==> config.mk <==
export PLATFORM = sky130hd
export DESIGN_NAME = ocd_top
export DESIGN_NICKNAME = d
export VERILOG_FILES = /design/src/pkg/ocd_pkg.sv /design/src/pkg/ocd_div_if.sv /design/src/rtl/ocd_div.sv /design/src/rtl/ocd_top.sv
export SDC_FILE = /design/constraint.sdc
export NUM_CORES = 1
export LEC_CHECK = 0
export CORE_MARGIN = 5
export CORE_UTILIZATION = 55
export CTS_CLUSTER_DIAMETER = 50
export CTS_CLUSTER_SIZE = 28
export DETAILED_ROUTE_END_ITERATION = 10
export DONT_BUFFER_PORTS = 1
export PLACE_DENSITY = 0.76
export SKIP_CTS_REPAIR_TIMING = 1
export SLEW_MARGIN = 0
export SYNTH_ARGS = -nofsm -noshare
export SYNTH_HDL_FRONTEND = slang
export SYNTH_SLANG_ARGS = --single-unit
==> constraint.sdc <==
create_clock -name i_clk -period 1.6 [get_ports i_clk]
set_clock_uncertainty 0.2 [all_clocks]
set_input_delay 0.32 -clock i_clk [delete_from_list [all_inputs] [get_ports i_clk]]
set_output_delay 0.32 -clock i_clk [all_outputs]
set_load 0.01 [all_outputs]
==> src/pkg/ocd_pkg.sv <==
package ocd_pkg;
  // ----------------------------------------
  // register map
  // ----------------------------------------
  localparam logic [9:0] ADDR_CH2_PWR = 10'h198;
  localparam logic [9:0] ADDR_CH3_COUNTS = 10'h199;
  localparam logic [9:0] ADDR_CH3_CTRL = 10'h19A;
  localparam logic [9:0] ADDR_CH3_PWR = 10'h19B;

  // ----------------------------------------
  // field positions
  // ----------------------------------------
  localparam int CNT_LOW_LSB = 4;
  localparam int CNT_HIGH_LSB = 0;
  localparam int CTRL_BYPASS = 7;
  localparam int CTRL_IGN_SYNC = 6;
  localparam int CTRL_FORCE = 5;
  localparam int CTRL_START_HIGH = 4;
  localparam int CTRL_PHASE_LSB = 0;
  localparam int PWR_PD = 2;
  localparam int PWR_DIRECT = 1;
  localparam int PWR_DCC_OFF = 0;
  localparam int PWR_WIDTH = 3;

  // ----------------------------------------
  // reset values
  // ----------------------------------------
  localparam logic [7:0] RST_CH3_COUNTS = 8'h00;
  localparam logic [7:0] RST_CH3_CTRL = 8'h00;
  localparam logic [2:0] RST_PWR = 3'h0;

  // ----------------------------------------
  // input-select codes for direct routing
  // ----------------------------------------
  localparam logic [1:0] SEL_EXT_CLK = 2'h0;
  localparam logic [1:0] SEL_OSC = 2'h2;

  // ----------------------------------------
  // divider states
  // ----------------------------------------
  typedef enum logic [1:0] {
    ST_WAIT,
    ST_LOW,
    ST_HIGH
  } ocd_state_t;
endpackage

==> src/pkg/ocd_div_if.sv <==
`timescale 1ns/1ps
interface ocd_div_if #(
  parameter int CW = 4
);
  logic [CW-1:0] low_cnt;
  logic [CW-1:0] high_cnt;
  logic [CW-1:0] phase;
  logic start_high;
  logic ignore_sync;
  logic force_sel;
  logic bypass;
  logic pd;
  logic sync;
  logic div_out;

  modport cfg (
    output low_cnt, high_cnt, phase, start_high, ignore_sync, force_sel, bypass, pd, sync,
    input div_out
  );
  modport div (
    input low_cnt, high_cnt, phase, start_high, ignore_sync, force_sel, bypass, pd, sync,
    output div_out
  );
endinterface

==> src/rtl/ocd_div.sv <==
`timescale 1ns/1ps
module ocd_div #(
  parameter int CW = 4
) (
  // clock and reset
  input wire logic i_clk,
  input wire logic i_rst,
  // configuration and output
  ocd_div_if.div bus
);
  // ----------------------------------------
  // counter state machine
  // ----------------------------------------
  ocd_pkg::ocd_state_t state_q, state_d;
  logic [CW-1:0] cnt_q, cnt_d;
  logic out_q;
  wire hold = bus.pd | bus.bypass | (bus.sync & ~bus.ignore_sync);
  wire last_wait = (cnt_q == bus.phase);
  wire last_low = (cnt_q == bus.low_cnt);
  wire last_high = (cnt_q == bus.high_cnt);
  wire forced = bus.ignore_sync & ~bus.bypass;
  wire force_lvl = bus.force_sel & bus.start_high;

  // next state; phase wait then alternating low and high segments
  always_comb begin
    state_d = state_q;
    cnt_d = cnt_q + 1'b1;
    if (hold) begin
      state_d = ocd_pkg::ST_WAIT;
      cnt_d = '0;
    end else begin
      case (state_q)
        ocd_pkg::ST_WAIT: begin
          if (last_wait) begin
            state_d = bus.start_high ? ocd_pkg::ST_HIGH : ocd_pkg::ST_LOW;
            cnt_d = '0;
          end
        end
        ocd_pkg::ST_LOW: begin
          if (last_low) begin
            state_d = ocd_pkg::ST_HIGH;
            cnt_d = '0;
          end
        end
        ocd_pkg::ST_HIGH: begin
          if (last_high) begin
            state_d = ocd_pkg::ST_LOW;
            cnt_d = '0;
          end
        end
        default: begin
          state_d = ocd_pkg::ST_WAIT;
          cnt_d = '0;
        end
      endcase
    end
  end

  // output level; forcing needs ignore-sync and never touches a bypassed divider
  wire lvl_d = (state_d == ocd_pkg::ST_HIGH) | ((state_d == ocd_pkg::ST_WAIT) & bus.start_high);
  wire out_d = bus.bypass ? 1'b0 : (forced ? force_lvl : lvl_d);

  always_ff @(posedge i_clk) begin
    if (i_rst) begin
      state_q <= ocd_pkg::ST_WAIT;
      cnt_q <= '0;
      out_q <= 1'b0;
    end else begin
      state_q <= state_d;
      cnt_q <= cnt_d;
      out_q <= out_d;
    end
  end

  assign bus.div_out = out_q;

  // ----------------------------------------
  // checks
  // ----------------------------------------
  // segment length helper: cycles since the last level change of a free-running divider
  logic [CW:0] seg_q;
  logic seg_ok_q;
  logic [2*CW-1:0] cfg_q;
  wire free = ~hold & ~forced;
  // a count rewritten mid-segment can let the counter wrap, so that segment is not measured
  wire cfg_chg = (cfg_q != {bus.low_cnt, bus.high_cnt});
  always_ff @(posedge i_clk) begin
    cfg_q <= {bus.low_cnt, bus.high_cnt};
  end
  always_ff @(posedge i_clk) begin
    if (i_rst || !free || cfg_chg) begin
      seg_q <= '0;
      seg_ok_q <= 1'b0;
    end else if (out_d != out_q) begin
      seg_q <= '0;
      seg_ok_q <= (state_q != ocd_pkg::ST_WAIT);
    end else begin
      seg_q <= seg_q + 1'b1;
    end
  end

  AST_LOW_LEN:
    assert property (@(posedge i_clk) disable iff (i_rst)
      (free && seg_ok_q && state_q == ocd_pkg::ST_LOW && state_d == ocd_pkg::ST_HIGH && $stable(bus.low_cnt))
      |-> seg_q == {1'b0, bus.low_cnt})
    else $error("low segment length differs from low count plus one");
  AST_HIGH_LEN:
    assert property (@(posedge i_clk) disable iff (i_rst)
      (free && seg_ok_q && state_q == ocd_pkg::ST_HIGH && state_d == ocd_pkg::ST_LOW && $stable(bus.high_cnt))
      |-> seg_q == {1'b0, bus.high_cnt})
    else $error("high segment length differs from high count plus one");
  AST_BYPASS_IDLE:
    assert property (@(posedge i_clk) disable iff (i_rst)
      bus.bypass |=> !bus.div_out && state_q == ocd_pkg::ST_WAIT)
    else $error("bypassed divider still running");
  AST_FORCE_LVL:
    assert property (@(posedge i_clk) disable iff (i_rst)
      (bus.ignore_sync && !bus.bypass) |=> bus.div_out == $past(bus.force_sel & bus.start_high))
    else $error("forced level wrong");
  AST_SYNC_HOLD:
    assert property (@(posedge i_clk) disable iff (i_rst)
      (bus.sync && !bus.ignore_sync && !bus.bypass && !bus.pd) [*2] |-> bus.div_out == $past(bus.start_high))
    else $error("divider not held at start level during sync");
  AST_PHASE_WAIT:
    assert property (@(posedge i_clk) disable iff (i_rst)
      (!free ##1 free && bus.phase == 4'h2 && $stable(bus.phase) && !bus.start_high) |->
      state_q == ocd_pkg::ST_WAIT ##1 state_q == ocd_pkg::ST_WAIT ##1 state_q == ocd_pkg::ST_WAIT)
    else $error("phase wait shorter than phase offset");
endmodule

==> src/rtl/ocd_top.sv <==
`timescale 1ns/1ps
// What this block does
// - low time is low count plus one
// - high time is high count plus one
// - bypass stops divider and holds its output low
// - ignore-sync bit makes divider disregard sync
// - forced level is zero or start bit
// - forcing has no effect when bypassed
// - start bit chooses initial output level
// - four-bit phase offset, resets to zero
// - channel three power-down idles outputs nine-eleven
// - channel two power-down idles outputs six-eight
// - channel two direct route picks oscillator/external
// - channel three direct route picks oscillator/external
// - power bit zero disables duty-cycle correction
module ocd_top #(
  parameter int CW = 4
) (
  // clock and reset
  input wire logic i_clk,
  input wire logic i_rst,
  // register port
  input wire logic [9:0] i_reg_addr,
  input wire logic i_reg_wr,
  input wire logic [7:0] i_reg_wdata,
  output logic [7:0] o_reg_rdata,
  // chip-level inputs
  input wire logic i_sync,
  input wire logic [1:0] i_input_select,
  input wire logic i_osc_lvl,
  input wire logic i_ext_clk_lvl,
  input wire logic i_div2_out,
  input wire logic i_ch3_invert,
  // channel two outputs
  output logic [2:0] o_ch2_outs,
  output logic o_ch2_pd,
  output logic o_ch2_dcc_en,
  // channel three outputs
  output logic [2:0] o_ch3_outs,
  output logic o_ch3_pd,
  output logic o_ch3_dcc_en,
  output logic o_ch3_bypass
);
  // ----------------------------------------
  // pin synchronisers
  // ----------------------------------------
  logic [3:0] meta_q, sync_q;
  // first stage feeds only the second stage
  always_ff @(posedge i_clk) begin
    if (i_rst) begin
      meta_q <= 4'h0;
      sync_q <= 4'h0;
    end else begin
      meta_q <= {i_sync, i_osc_lvl, i_ext_clk_lvl, i_ch3_invert};
      sync_q <= meta_q;
    end
  end
  wire sync_s = sync_q[3];
  wire osc_s = sync_q[2];
  wire ext_s = sync_q[1];
  wire inv_s = sync_q[0];

  // ----------------------------------------
  // registers
  // ----------------------------------------
  logic [7:0] ch3_counts_q;
  logic [7:0] ch3_ctrl_q;
  logic [2:0] ch3_pwr_q;
  logic [2:0] ch2_pwr_q;
  wire wr_counts = i_reg_wr & (i_reg_addr == ocd_pkg::ADDR_CH3_COUNTS);
  wire wr_ctrl = i_reg_wr & (i_reg_addr == ocd_pkg::ADDR_CH3_CTRL);
  wire wr_ch3_pwr = i_reg_wr & (i_reg_addr == ocd_pkg::ADDR_CH3_PWR);
  wire wr_ch2_pwr = i_reg_wr & (i_reg_addr == ocd_pkg::ADDR_CH2_PWR);

  // writes to unmapped addresses are dropped; unused bits [7:3] are not stored
  always_ff @(posedge i_clk) begin
    if (i_rst) begin
      ch3_counts_q <= ocd_pkg::RST_CH3_COUNTS;
      ch3_ctrl_q <= ocd_pkg::RST_CH3_CTRL;
      ch3_pwr_q <= ocd_pkg::RST_PWR;
      ch2_pwr_q <= ocd_pkg::RST_PWR;
    end else begin
      if (wr_counts) ch3_counts_q <= i_reg_wdata;
      if (wr_ctrl) ch3_ctrl_q <= i_reg_wdata;
      if (wr_ch3_pwr) ch3_pwr_q <= i_reg_wdata[ocd_pkg::PWR_WIDTH-1:0];
      if (wr_ch2_pwr) ch2_pwr_q <= i_reg_wdata[ocd_pkg::PWR_WIDTH-1:0];
    end
  end

  // read data registered one cycle after the address; unmapped reads return zero
  logic [7:0] rdata_d;
  always_comb begin
    case (i_reg_addr)
      ocd_pkg::ADDR_CH3_COUNTS: rdata_d = ch3_counts_q;
      ocd_pkg::ADDR_CH3_CTRL: rdata_d = ch3_ctrl_q;
      ocd_pkg::ADDR_CH3_PWR: rdata_d = {5'h00, ch3_pwr_q};
      ocd_pkg::ADDR_CH2_PWR: rdata_d = {5'h00, ch2_pwr_q};
      default: rdata_d = 8'h00;
    endcase
  end
  always_ff @(posedge i_clk) begin
    if (i_rst) o_reg_rdata <= 8'h00;
    else o_reg_rdata <= rdata_d;
  end

  // ----------------------------------------
  // channel three divider
  // ----------------------------------------
  ocd_div_if #(.CW(CW)) div3 ();
  assign div3.low_cnt = ch3_counts_q[ocd_pkg::CNT_LOW_LSB +: CW];
  assign div3.high_cnt = ch3_counts_q[ocd_pkg::CNT_HIGH_LSB +: CW];
  assign div3.phase = ch3_ctrl_q[ocd_pkg::CTRL_PHASE_LSB +: CW];
  assign div3.start_high = ch3_ctrl_q[ocd_pkg::CTRL_START_HIGH];
  assign div3.ignore_sync = ch3_ctrl_q[ocd_pkg::CTRL_IGN_SYNC];
  assign div3.force_sel = ch3_ctrl_q[ocd_pkg::CTRL_FORCE];
  assign div3.bypass = ch3_ctrl_q[ocd_pkg::CTRL_BYPASS];
  assign div3.pd = ch3_pwr_q[ocd_pkg::PWR_PD];
  assign div3.sync = sync_s;

  ocd_div #(.CW(CW)) u_div3 (
    .i_clk(i_clk),
    .i_rst(i_rst),
    .bus(div3.div)
  );

  // ----------------------------------------
  // output routing
  // ----------------------------------------
  // direct source per input-select code; code 01b and 11b leave the divider in place
  function automatic logic route_sel(input logic direct, input logic [1:0] sel, input logic div_lvl,
                                     input logic osc, input logic ext);
    logic r;
    r = div_lvl;
    if (direct && sel == ocd_pkg::SEL_OSC) r = osc;
    else if (direct && sel == ocd_pkg::SEL_EXT_CLK) r = ext;
    return r;
  endfunction

  wire ch2_src = route_sel(ch2_pwr_q[ocd_pkg::PWR_DIRECT], i_input_select, i_div2_out, osc_s, ext_s);
  wire ch3_src = route_sel(ch3_pwr_q[ocd_pkg::PWR_DIRECT], i_input_select, div3.div_out, osc_s, ext_s);
  // polarity stays available even in bypass, since it acts after the divider
  wire ch3_lvl = ch3_src ^ inv_s;

  // safe power-down drives all three pairs low; registered so outputs never glitch
  logic [2:0] ch2_outs_q, ch3_outs_q;
  always_ff @(posedge i_clk) begin
    if (i_rst) begin
      ch2_outs_q <= 3'h0;
      ch3_outs_q <= 3'h0;
    end else begin
      ch2_outs_q <= ch2_pwr_q[ocd_pkg::PWR_PD] ? 3'h0 : {3{ch2_src}};
      ch3_outs_q <= ch3_pwr_q[ocd_pkg::PWR_PD] ? 3'h0 : {3{ch3_lvl}};
    end
  end
  assign o_ch2_outs = ch2_outs_q;
  assign o_ch3_outs = ch3_outs_q;
  assign o_ch2_pd = ch2_pwr_q[ocd_pkg::PWR_PD];
  assign o_ch3_pd = ch3_pwr_q[ocd_pkg::PWR_PD];
  assign o_ch2_dcc_en = ~ch2_pwr_q[ocd_pkg::PWR_DCC_OFF];
  assign o_ch3_dcc_en = ~ch3_pwr_q[ocd_pkg::PWR_DCC_OFF];
  assign o_ch3_bypass = div3.bypass;

  // ----------------------------------------
  // checks
  // ----------------------------------------
  AST_CH3_PD_SAFE:
    assert property (@(posedge i_clk) disable iff (i_rst)
      o_ch3_pd |=> o_ch3_outs == 3'h0)
    else $error("channel three outputs active while powered down");
  AST_CH2_PD_SAFE:
    assert property (@(posedge i_clk) disable iff (i_rst)
      o_ch2_pd |=> o_ch2_outs == 3'h0)
    else $error("channel two outputs active while powered down");
  AST_CH2_ROUTE:
    assert property (@(posedge i_clk) disable iff (i_rst)
      (!o_ch2_pd && ch2_pwr_q[ocd_pkg::PWR_DIRECT] && i_input_select == ocd_pkg::SEL_OSC)
      |=> o_ch2_outs == {3{$past(osc_s)}})
    else $error("channel two not routed to oscillator");
  AST_CH3_ROUTE:
    assert property (@(posedge i_clk) disable iff (i_rst)
      (!o_ch3_pd && !ch3_pwr_q[ocd_pkg::PWR_DIRECT]) |=> o_ch3_outs == {3{$past(div3.div_out ^ inv_s)}})
    else $error("channel three not fed from divider");
  AST_DCC:
    assert property (@(posedge i_clk) disable iff (i_rst)
      wr_ch3_pwr |=> o_ch3_dcc_en == !$past(i_reg_wdata[ocd_pkg::PWR_DCC_OFF]))
    else $error("duty-cycle correction enable wrong");
  AST_PHASE_RB:
    assert property (@(posedge i_clk) disable iff (i_rst)
      wr_ctrl ##1 (i_reg_addr == ocd_pkg::ADDR_CH3_CTRL && !i_reg_wr) |=> o_reg_rdata[3:0] == $past(i_reg_wdata[3:0], 2))
    else $error("phase offset readback wrong");

  // register flags and the routing cases not covered above, select code 11b aside
  AST_CH3_BYPASS_FLAG:
    assert property (@(posedge i_clk) disable iff (i_rst)
      wr_ctrl |=> o_ch3_bypass == $past(i_reg_wdata[ocd_pkg::CTRL_BYPASS]))
    else $error("bypass flag does not follow the written bit");
  AST_CH3_BYPASS_INV:
    assert property (@(posedge i_clk) disable iff (i_rst)
      (o_ch3_bypass ##1 (o_ch3_bypass && !o_ch3_pd && !ch3_pwr_q[ocd_pkg::PWR_DIRECT])) |=> o_ch3_outs == {3{$past(inv_s)}})
    else $error("bypassed channel three does not show the polarity setting");
  AST_CH3_PD_FLAG:
    assert property (@(posedge i_clk) disable iff (i_rst)
      wr_ch3_pwr |=> o_ch3_pd == $past(i_reg_wdata[ocd_pkg::PWR_PD]))
    else $error("channel three power-down flag wrong");
  AST_CH2_PD_FLAG:
    assert property (@(posedge i_clk) disable iff (i_rst)
      wr_ch2_pwr |=> o_ch2_pd == $past(i_reg_wdata[ocd_pkg::PWR_PD]))
    else $error("channel two power-down flag wrong");
  AST_CH2_DCC:
    assert property (@(posedge i_clk) disable iff (i_rst)
      wr_ch2_pwr |=> o_ch2_dcc_en == !$past(i_reg_wdata[ocd_pkg::PWR_DCC_OFF]))
    else $error("channel two duty-cycle correction enable wrong");
  AST_CH2_EXT:
    assert property (@(posedge i_clk) disable iff (i_rst)
      (!o_ch2_pd && ch2_pwr_q[ocd_pkg::PWR_DIRECT] && i_input_select == ocd_pkg::SEL_EXT_CLK)
      |=> o_ch2_outs == {3{$past(ext_s)}})
    else $error("channel two not routed to external clock");
  AST_CH2_DIV:
    assert property (@(posedge i_clk) disable iff (i_rst)
      (!o_ch2_pd && (!ch2_pwr_q[ocd_pkg::PWR_DIRECT] || i_input_select == 2'h1)) |=> o_ch2_outs == {3{$past(i_div2_out)}})
    else $error("channel two not fed from divider two");
  AST_CH3_OSC:
    assert property (@(posedge i_clk) disable iff (i_rst)
      (!o_ch3_pd && ch3_pwr_q[ocd_pkg::PWR_DIRECT] && i_input_select == ocd_pkg::SEL_OSC)
      |=> o_ch3_outs == {3{$past(osc_s ^ inv_s)}})
    else $error("channel three not routed to oscillator");
  AST_CH3_EXT:
    assert property (@(posedge i_clk) disable iff (i_rst)
      (!o_ch3_pd && ch3_pwr_q[ocd_pkg::PWR_DIRECT] && i_input_select == ocd_pkg::SEL_EXT_CLK)
      |=> o_ch3_outs == {3{$past(ext_s ^ inv_s)}})
    else $error("channel three not routed to external clock");
  AST_CH3_NO_EFFECT:
    assert property (@(posedge i_clk) disable iff (i_rst)
      (!o_ch3_pd && ch3_pwr_q[ocd_pkg::PWR_DIRECT] && i_input_select == 2'h1)
      |=> o_ch3_outs == {3{$past(div3.div_out ^ inv_s)}})
    else $error("select code one changed channel three routing");
endmodule

==> metrics.csv, run 1 <==
metric,value,unit
core_area,0.003689,mm^2
drt-total-wl,4765,um
final.setup.worst_slack,-39.70,ps
detail-route-antenna-nets,0,
setup-violations-final,1,
largest_net_degree_at_the_start_of_global_routing,36,
vias,1504,
synth-warning-count,0,
netlist_area,0.002122,mm^2
synth_nets,227,
area_post_placement,0.002186,mm^2
finalHoldWorstSlack,-25.12,ps
grt_first_pass_wirelength,7010,um
antenna_cells,0,
end_kind,flip-flop,
final_core_utilization,0.6923,
nets,247,
place.gp.congestion,0.9552,
post_synth_num_cell_types,40,
cts-root-buf,sky130_fd_sc_hd__clkbuf_8,
max-slew-margin-rel,0.7682,
globalRouteOverflowTotal,0,
rsz0062_at_grt,true,
worstPathRequired,1610,ps
cts_htree_levels,2,
part_of_the_cycle_the_worst_path_needs,1.025,
crit_path_top_delay_cell,sky130_fd_sc_hd__dfxtp_4,
final-max-slew-violation-count,0,
worstPathCellList,"xnor2_2, a41oi_2, a22o_1, a221oi_2",
synthesis.instances,198,
achievable-frequency,0.6099,GHz
cts_tree,done,
ys_seq_elements,47,
worstMarginPinSlew,346.4,ps
num_rows,22,
hpwlAfterDp,3302,um
fin_crit,1640,ps
clock_latency_reported_for_the_late_side_of_the_worst_skew_pair,300,ps
report.final.hold_viol_count,3,
buffer_ports.inserted,0,
clock-sinks,47,
drtIter0Drc,66,
cp_data_arrival_time,1650,ps
final_common_cell,sky130_fd_sc_hd__dfxtp_1,
layout_common_cells,"sky130_fd_sc_hd__dfxtp_1, sky130_fd_sc_hd__nor2_1, sky130_fd_sc_hd__mux2i_1",
dr.pass1.iters,4,
netlist.area_leader.share,0.4434,
drc_violations_left,0,
drive_gt1_frac,0.2511,
worst_ir_drop_vdd,0.6905,mV
ys_seq_area_frac,0.4434,
run_status,"complete, but fails checks",
maxCapViolCount,0,
antenna_found_initial,0,
grt_usage,0.1741,
violations,"negative hold slack, negative setup slack",
syn_avg_cell_area,10.72,um^2
setup.worst_path.class,reg -> reg,
synth.area.top_cells,"sky130_fd_sc_hd__dfxtp_1, sky130_fd_sc_hd__mux2i_1, sky130_fd_sc_hd__nor2_1",
hold_path_class,in -> reg,
pwr_density_cell,1191,mW/mm^2
floorplan.die.width,72.12,um
initial_core_util,0.5753,
avgViaCountPerCell,5.633,
cts_made_buffers,5,
critPathMaxFanout,4,
clock_tree.buffer_depth,2,
first_global_vias,1450,
p_leak,1.094,nW
synthDominantAreaCellType,sky130_fd_sc_hd__dfxtp_1,
die-area,0.005201,mm^2
critical_path.startpoint_type,flip-flop,
synth_top_flop_cell,sky130_fd_sc_hd__dfxtp_1,
number_of_enable_flip_flop_cells_after_synthesis,0,
dieHeight,72.12,um
async_reset_ff_frac,0,
final_area,0.002554,mm^2
design.portCount,47,
synthToLayoutAreaGrowth,20.34,%
clk_transition_reported_paths,80,ps
crit_path_max_incr_delay,380,ps
detail_route.wl_per_cell,17.85,um
path summary, 6_finish.rpt:
check	end	cells after the start	slack [ps]	start
hold reg to reg	sync_q[3]$_SDFF_PP0_	1	240	meta_q[3]$_SDFF_PP0_
setup reg to reg	u_div3.bus.div_out$_SDFF_PP0_	4	-40	u_div3.cnt_q[0]$_SDFF_PP0_
hold / removal	ch3_ctrl_q[2]$_SDFFE_PP0P_	2	-30	i_reg_wdata[2]
setup / recovery	u_div3.bus.div_out$_SDFF_PP0_	4	-40	u_div3.cnt_q[0]$_SDFF_PP0_
layout make-up:
class | instances | area [um^2]
repair buffers | 25 | 230.2
flip-flops and latches | 47 | 958.4
clock inverters | 2 | 60.06
well taps | 48 | 60.06
inverters | 6 | 22.52
multi-input cells | 133 | 1150
clock buffers | 6 | 72.57
fillers | 280 | 1135
layer usage:
layer | vias up | GRT usage | routed length [um]
met1 | 729 | 0.1884 | 1775
met2 | 33 | 0.3104 | 2635
met5 | - | 0 | 0
li1 | 728 | - | -
met3 | 14 | 0.06371 | 233
met4 | 0 | 0.06054 | 121
through the flow:
step	worst slack [ps]	power, mW	hold slack, ps	TNS [ps]	std cells
2_1_floorplan	94.49	1.784	213.8	0	198
3_3_place_gp	-42.78	1.822	196.3	-79.65	245
3_5_place_dp	-71.60	1.841	196.2	-336.9	245
4_1_cts	-35.79	2.839	-125.6	-60.40	253
5_1_grt	-90.18	3.175	-3.683	-357.0	267
6_report	-39.70	3.041	-25.12	-39.70	267
registers in the layout, indices dropped and copies added, names as in the netlist, 2 cells and up:
signal and flops:
ch3_ctrl_q 8, ch2_pwr_q 3, ch3_pwr_q 3, u_div3.cnt_q 4
ch3_counts_q 8, sync_q 4, o_reg_rdata 8, meta_q 4
u_div3.state_q 2
worst max-delay path, delay by kind of cell, from the launching register on:
family / cells / cell delay [ps]
AO/OA/AOI/OAI: 3 / 750
flip-flops: 1 / 380
XOR/XNOR: 1 / 220
cells by family (layout without fill, tap and decap cells):
logic type	Yosys count	after routing	synth area share
muxes	28	28	0.1504
and+or+nand+nor	71	71	0.2046
buffers and inverters	18	39	0.04776
DFF	47	47	0.4434
AOI/OAI and AO/OA	18	18	0.07901
adders and majority gates	1	1	0.005895
xor gates and xnor gates	15	15	0.06899
power by group:
| group | internal [mW] | switching (mW) |
|---|---|---|
| combinational | 0.361 | 0.338 |
| clock | 0.624 | 0.385 |
| sequential | 1.24 | 0.0964 |
| total | 2.22 | 0.820 |
cells in the mapped netlist (2+ instances only):
cell,count
sky130_fd_sc_hd__dfxtp_1,47
sky130_fd_sc_hd__nor2_1,30
sky130_fd_sc_hd__mux2i_1,24
sky130_fd_sc_hd__nor2b_1,13
sky130_fd_sc_hd__xnor2_1,7
sky130_fd_sc_hd__a22oi_1,6
sky130_fd_sc_hd__inv_1,6
sky130_fd_sc_hd__xor2_1,6
sky130_fd_sc_hd__buf_4,5
sky130_fd_sc_hd__clkbuf_1,5
sky130_fd_sc_hd__nor3_1,5
sky130_fd_sc_hd__nand2_1,4
sky130_fd_sc_hd__nand4_1,4
sky130_fd_sc_hd__mux4_2,3
sky130_fd_sc_hd__nand3_1,3
sky130_fd_sc_hd__a21oi_1,2
sky130_fd_sc_hd__buf_6,2
sky130_fd_sc_hd__nand4_4,2
sky130_fd_sc_hd__nor4_4,2
sky130_fd_sc_hd__xnor2_2,2
No activity file was read; power rests on OpenSTA's default activity.
==> run 2, diff against run 1 <==
- CORE_UTILIZATION: 55 -> 40
- PLACE_DENSITY: 0.76 -> 0.62
- clock period: 1.6 -> 1.5 ns (I/O delays scaled with it)
==> run 2 against run 1 <==
The flow still finishes with violations (negative hold slack, negative setup slack). Highest routed layer unchanged. Critical path depth increased by 2. First-iteration DRC count increased by 1.5%. Final cell count increased by 16%. Wire length increased by 1.9%. Sequential power increased by 7%. Maximum frequency increased by 2.7%. Combinational power about the same.
==> metrics.csv, run 2 (same netlist as run 1, synthesis figures left out) <==
metric,value,unit,change
floorplan.die.width,82.84,um,was 72.12 um
biggestRegsByFlops,"ch3_counts_q (8), ch3_ctrl_q (8), o_reg_rdata (8)",,unchanged
fin_crit,1597,ps,was 1640 ps
routed-wl-met3,220,um,was 233 um
first_global_vias,1562,,was 1450
drc_violations_left,0,,unchanged
end_kind,flip-flop,,unchanged
globalRouteOverflowTotal,0,,unchanged
p_leak,1.195,nW,was 1.094 nW
setup-violations-final,7,,was 1
drive_gt1_frac,0.2887,,was 0.2511
hpwlAfterDp,3486,um,was 3302 um
vias,1544,,was 1504
final.setup.worst_slack,-96.55,ps,was -39.70 ps
r2r_slack,-100,ps,was -40 ps
grt_usage,0.1384,,was 0.1741
final_common_cell,sky130_fd_sc_hd__dfxtp_1,,unchanged
antenna_cells,0,,unchanged
final-max-slew-violation-count,0,,unchanged
final_cell_count_no_fill,309,,was 267
cts_htree_levels,2,,unchanged
pre_cts_slack,-178.8,ps,was -71.60 ps
cts_made_buffers,5,,unchanged
cp_data_arrival_time,1630,ps,was 1650 ps
clk_transition_reported_paths,80,ps,about the same
dp.cells,287,,was 245
worst_ir_drop_vdd,0.5749,mV,was 0.6905 mV
dieHeight,82.84,um,was 72.12 um
violations,"negative hold slack, negative setup slack",,unchanged
place.gp.congestion,0.8595,,was 0.9552
die-area,0.006862,mm^2,was 0.005201 mm^2
part_of_the_cycle_the_worst_path_needs,1.064,,was 1.025
design.portCount,47,,unchanged
cts-root-buf,sky130_fd_sc_hd__clkbuf_8,,unchanged
cts_tree,done,,unchanged
clock_latency_reported_for_the_late_side_of_the_worst_skew_pair,300,ps,about the same
critical_path.startpoint_type,flip-flop,,unchanged
antenna_found_initial,0,,unchanged
pwr_density_cell,1177,mW/mm^2,was 1191 mW/mm^2
drtIter0Drc,67,,was 66
avgViaCountPerCell,4.997,,was 5.633
detail-route-antenna-nets,0,,unchanged
largest_net_degree_at_the_start_of_global_routing,36,,unchanged
report.final.hold_viol_count,1,,was 3
clock-sinks,47,,unchanged
highest-signal-layer,met4,,unchanged
fill_cells,490,,was 280
synthToLayoutAreaGrowth,28.18,%,was 20.34%
detail_route.wl_per_cell,15.72,um,was 17.85 um
finalHoldWorstSlack,-48.51,ps,was -25.12 ps
wirelength_met1,2097,um,was 1775 um
achievable-frequency,0.6264,GHz,was 0.6099 GHz
worstMarginPinSlew,339.5,ps,was 346.4 ps
critPathMaxFanout,3,,was 4
run_status,"complete, but fails checks",,unchanged
hold_path_class,in -> reg,,unchanged
clock_tree.buffer_depth,2,,unchanged
initial_core_util,0.4129,,was 0.5753
max-slew-margin-rel,0.7720,,was 0.7682
nets,267,,was 247
drt-total-wl,4856,um,was 4765 um
layout_common_cells,"sky130_fd_sc_hd__dfxtp_1, sky130_fd_sc_hd__buf_4, sky130_fd_sc_hd__nor2_1",,"was sky130_fd_sc_hd__dfxtp_1, sky130_fd_sc_hd__nor2_1, sky130_fd_sc_hd__mux2i_1"
wl_met2,2457,um,was 2635 um
dr.pass1.iters,4,,unchanged
buffer_ports.inserted,0,,unchanged
rsz0062_at_grt,true,,unchanged
grt_first_pass_wirelength,7693,um,was 7010 um
num_rows,26,,was 22
setup.worst_path.class,reg -> reg,,unchanged
worstPathRequired,1540,ps,was 1610 ps
core_area,0.005140,mm^2,was 0.003689 mm^2
maxCapViolCount,0,,unchanged
==> run 2: cell types whose count changed in the layout (fill, tap and decap cells not counted), sizes merged <==
cell,delta
buf,+20
==> run 2: routing by layer <==
layer	GRT usage	up-vias
met3	0.04059	7
met4	0.06092	0
li1	-	765
met5	0	-
met2	0.2267	37
met1	0.1680	735
==> run 2: power by group <==
part | total (mW) | switching (mW) | internal [mW]
Sequential | 1.42 | 0.106 | 1.32
Combinational | 0.700 | 0.333 | 0.367
Clock | 1.08 | 0.413 | 0.666
Total | 3.20 | 0.852 | 2.35
==> run 2: critical path, cell delays in order, from the launching register on <==
cell and delay (ps):
sky130_fd_sc_hd__dfxtp_2 330, sky130_fd_sc_hd__buf_6 130, sky130_fd_sc_hd__xor2_4 150, sky130_fd_sc_hd__nor4_4 350, sky130_fd_sc_hd__buf_4 180, sky130_fd_sc_hd__nand3_2 80
sky130_fd_sc_hd__a21oi_2 120
==> run 2: cell type report <==
cell class / count / area, um^2 / share of cell area
clock inverter: 2 / 60.06 / 0.02208
timing repair buffer: 45 / 384.1 / 0.1412
tap: 70 / 87.58 / 0.03220
inverter: 6 / 22.52 / 0.008280
sequential: 47 / 945.9 / 0.3477
multi-input combinational: 133 / 1147 / 0.4218
clock buffer: 6 / 72.57 / 0.02668
==> run 2: per-stage QoR <==
step	power, mW	setup TNS [ps]	instance area, um^2	utilization
final	3.201	-504.8	2720	0.5292
after global routing	3.360	-1118	2720	0.5292
after CTS	3.074	-1136	2496	0.4856
after detailed placement	1.986	-3075	2364	0.4598
after global placement	1.986	-2638	2364	0.4598
after floorplan	1.903	0	2122	-
==> run 2: worst paths after layout <==
kind                                                 start                            to  cells after the start
worst max register to register  u_div3.cnt_q[2]$_SDFF_PP0_  u_div3.state_q[0]$_SDFF_PP0_                      6
worst min register to register        meta_q[3]$_SDFF_PP0_          sync_q[3]$_SDFF_PP0_                      1
worst max-delay path            u_div3.cnt_q[2]$_SDFF_PP0_  u_div3.state_q[0]$_SDFF_PP0_                      6
worst min-delay path                        i_reg_wdata[2]     ch2_pwr_q[2]$_SDFFE_PP0P_                      2
==> run 3, diff against run 2 <==
- CELL_PAD_IN_SITES_DETAIL_PLACEMENT: default -> 2
- CELL_PAD_IN_SITES_GLOBAL_PLACEMENT: default -> 2
- CORE_UTILIZATION: 40 -> 35
- PLACE_DENSITY: 0.62 -> 0.79
==> run 3 against run 2 <==
The flow still finishes with violations (negative hold slack, negative setup slack). Clock-buffer cell count did not move. Die area increased by 13%. Clock power is 28% lower. Via count grew 4.1%. Core utilization fell by 7.5 points. Non-clock buffer count down 9. Register-to-register slack got worse by 50 ps. Sequential share of layout area up 0.70 points. Largest cell class unchanged. Largest power group unchanged.
==> metrics.csv, run 3 (same netlist as run 1, synthesis figures left out) <==
metric,value,unit,change
place.gp.congestion,0.7553,,was 0.8595
vias,1607,,was 1544
critPathMaxFanout,4,,was 3
wirelength_met1,2547,um,was 2097 um
worstMarginPinSlew,367.4,ps,was 339.5 ps
dr.pass1.iters,4,,unchanged
cts_tree,done,,unchanged
hold_path_class,in -> reg,,unchanged
layout_common_cells,"sky130_fd_sc_hd__dfxtp_1, sky130_fd_sc_hd__nor2_1, sky130_fd_sc_hd__buf_4",,"was sky130_fd_sc_hd__dfxtp_1, sky130_fd_sc_hd__buf_4, sky130_fd_sc_hd__nor2_1"
dieHeight,87.87,um,was 82.84 um
final.setup.worst_slack,-147.5,ps,was -96.55 ps
fin_crit,1648,ps,was 1597 ps
drive_gt1_frac,0.3231,,was 0.2887
floorplan.die.width,87.87,um,was 82.84 um
achievable-frequency,0.6070,GHz,was 0.6264 GHz
detail-route-antenna-nets,0,,unchanged
grt_usage,0.1650,,was 0.1384
clock-sinks,47,,unchanged
setup-violations-final,7,,unchanged
worstPathRequired,1530,ps,was 1540 ps
drtIter0Drc,32,,was 67
power,2.971,mW,was 3.201 mW
clk_transition_reported_paths,80,ps,about the same
report.final.hold_viol_count,25,,was 1
dp.cells,286,,was 287
detail_route.wl_per_cell,21.54,um,was 15.72 um
final_cell_count_no_fill,304,,was 309
worst_r2r_path_depth,6,,unchanged
cts_htree_levels,2,,unchanged
final-max-slew-violation-count,0,,unchanged
cts_made_buffers,5,,unchanged
initial_core_util,0.3584,,was 0.4129
hpwlAfterDp,4548,um,was 3486 um
run_status,"complete, but fails checks",,unchanged
pwr_density_cell,1105,mW/mm^2,was 1177 mW/mm^2
max-slew-margin-rel,0.7543,,was 0.7720
globalRouteOverflowTotal,0,,unchanged
biggestRegsByFlops,"ch3_counts_q (8), ch3_ctrl_q (8), o_reg_rdata (8)",,unchanged
setup.worst_path.class,reg -> reg,,unchanged
finalHoldWorstSlack,-138.6,ps,was -48.51 ps
critical_path.startpoint_type,flip-flop,,unchanged
wl_met2,3513,um,was 2457 um
drt-total-wl,6549,um,was 4856 um
clock_latency_reported_for_the_late_side_of_the_worst_skew_pair,300,ps,about the same
whs_path_cells,1,,was 2
cts-root-buf,sky130_fd_sc_hd__clkbuf_8,,unchanged
avgViaCountPerCell,5.286,,was 4.997
core_area,0.005921,mm^2,was 0.005140 mm^2
maxCapViolCount,0,,unchanged
routed-wl-met3,343,um,was 220 um
rsz0062_at_grt,true,,unchanged
first_global_vias,1785,,was 1562
grt_first_pass_wirelength,9418,um,was 7693 um
worst_ir_drop_vdd,0.6494,mV,was 0.5749 mV
antenna_found_initial,0,,unchanged
p_leak,1.163,nW,was 1.195 nW
cp_data_arrival_time,1680,ps,was 1630 ps
largest_net_degree_at_the_start_of_global_routing,36,,unchanged
drc_violations_left,0,,unchanged
synthToLayoutAreaGrowth,26.65,%,was 28.18%
design.portCount,47,,unchanged
nets,258,,was 267
violations,"negative hold slack, negative setup slack",,unchanged
highest-signal-layer,met4,,unchanged
die-area,0.007720,mm^2,was 0.006862 mm^2
clock_tree.buffer_depth,2,,unchanged
end_kind,flip-flop,,unchanged
part_of_the_cycle_the_worst_path_needs,1.098,,was 1.064
final_common_cell,sky130_fd_sc_hd__dfxtp_1,,unchanged
num_rows,28,,was 26
buffer_ports.inserted,0,,unchanged
antenna_cells,0,,unchanged
-- run 3: changes by cell type in the layout (fill, tap and decap cells not counted), sizes merged --
cell         delta
bufinv          -2
clkinv          +1
dlygate4sd3     -4
buf             -5
-- run 3: layer usage --
metal,GRT usage,vias to the layer above
li1,-,743
met1,0.1742,802
met2,0.3116,48
met3,0.05174,14
met4,0.04742,0
met5,0,-
-- run 3: final timing paths --
| path | startpoint | endpoint | slack (ps) |
|---|---|---|---|
| setup reg to reg | u_div3.cnt_q[2]$_SDFF_PP0_ | u_div3.state_q[0]$_SDFF_PP0_ | -150 |
| hold reg to reg | ch2_pwr_q[0]$_SDFFE_PP0P_ | ch2_pwr_q[0]$_SDFFE_PP0P_ | 340 |
| hold / removal | i_rst | ch3_ctrl_q[6]$_SDFFE_PP0P_ | -140 |
| setup / recovery | u_div3.cnt_q[2]$_SDFF_PP0_ | u_div3.state_q[0]$_SDFF_PP0_ | -150 |
-- run 3: critical path, stage by stage, from the launching register on --
cell	delay, ps
sky130_fd_sc_hd__dfxtp_4	360
sky130_fd_sc_hd__buf_6	130
sky130_fd_sc_hd__xor2_4	150
sky130_fd_sc_hd__nor4_4	330
sky130_fd_sc_hd__buf_4	190
sky130_fd_sc_hd__nand3_2	80
sky130_fd_sc_hd__a21oi_2	140
-- run 3: cell type report --
| type | instances | area [um^2] |
|---|---|---|
| sequential | 47 | 953.4 |
| clock inverter | 1 | 5.005 |
| multi-input combinational | 133 | 1232 |
| clock buffer | 6 | 82.58 |
| timing repair buffer | 36 | 297.8 |
| fill | 613 | 3233 |
| tap | 75 | 93.84 |
| inverter | 6 | 22.52 |
-- run 3: report_power, final --
group,leakage [nW],switching [mW],internal [mW]
Sequential,0.385,0.115,1.31
Clock,0.0470,0.412,0.362
Combinational,0.732,0.401,0.370
-- run 3: metrics by stage --
| step | hold slack [ps] | setup TNS [ps] | area [um^2] | setup slack [ps] | utilization |
|---|---|---|---|---|---|
| 6_report | -138.6 | -831.5 | 2688 | -147.5 | 0.4539 |
| 5_1_grt | -161.2 | -1140 | 2688 | -192.0 | 0.4539 |
| 4_1_cts | -149.9 | -2039 | 2412 | -354.7 | 0.4074 |
| 3_5_place_dp | 178.5 | -3845 | 2325 | -310.1 | 0.3926 |
| 3_3_place_gp | 177.2 | -2003 | 2325 | -150.9 | 0.3926 |
| 2_1_floorplan | 213.8 | 0 | 2122 | 10.79 | - |
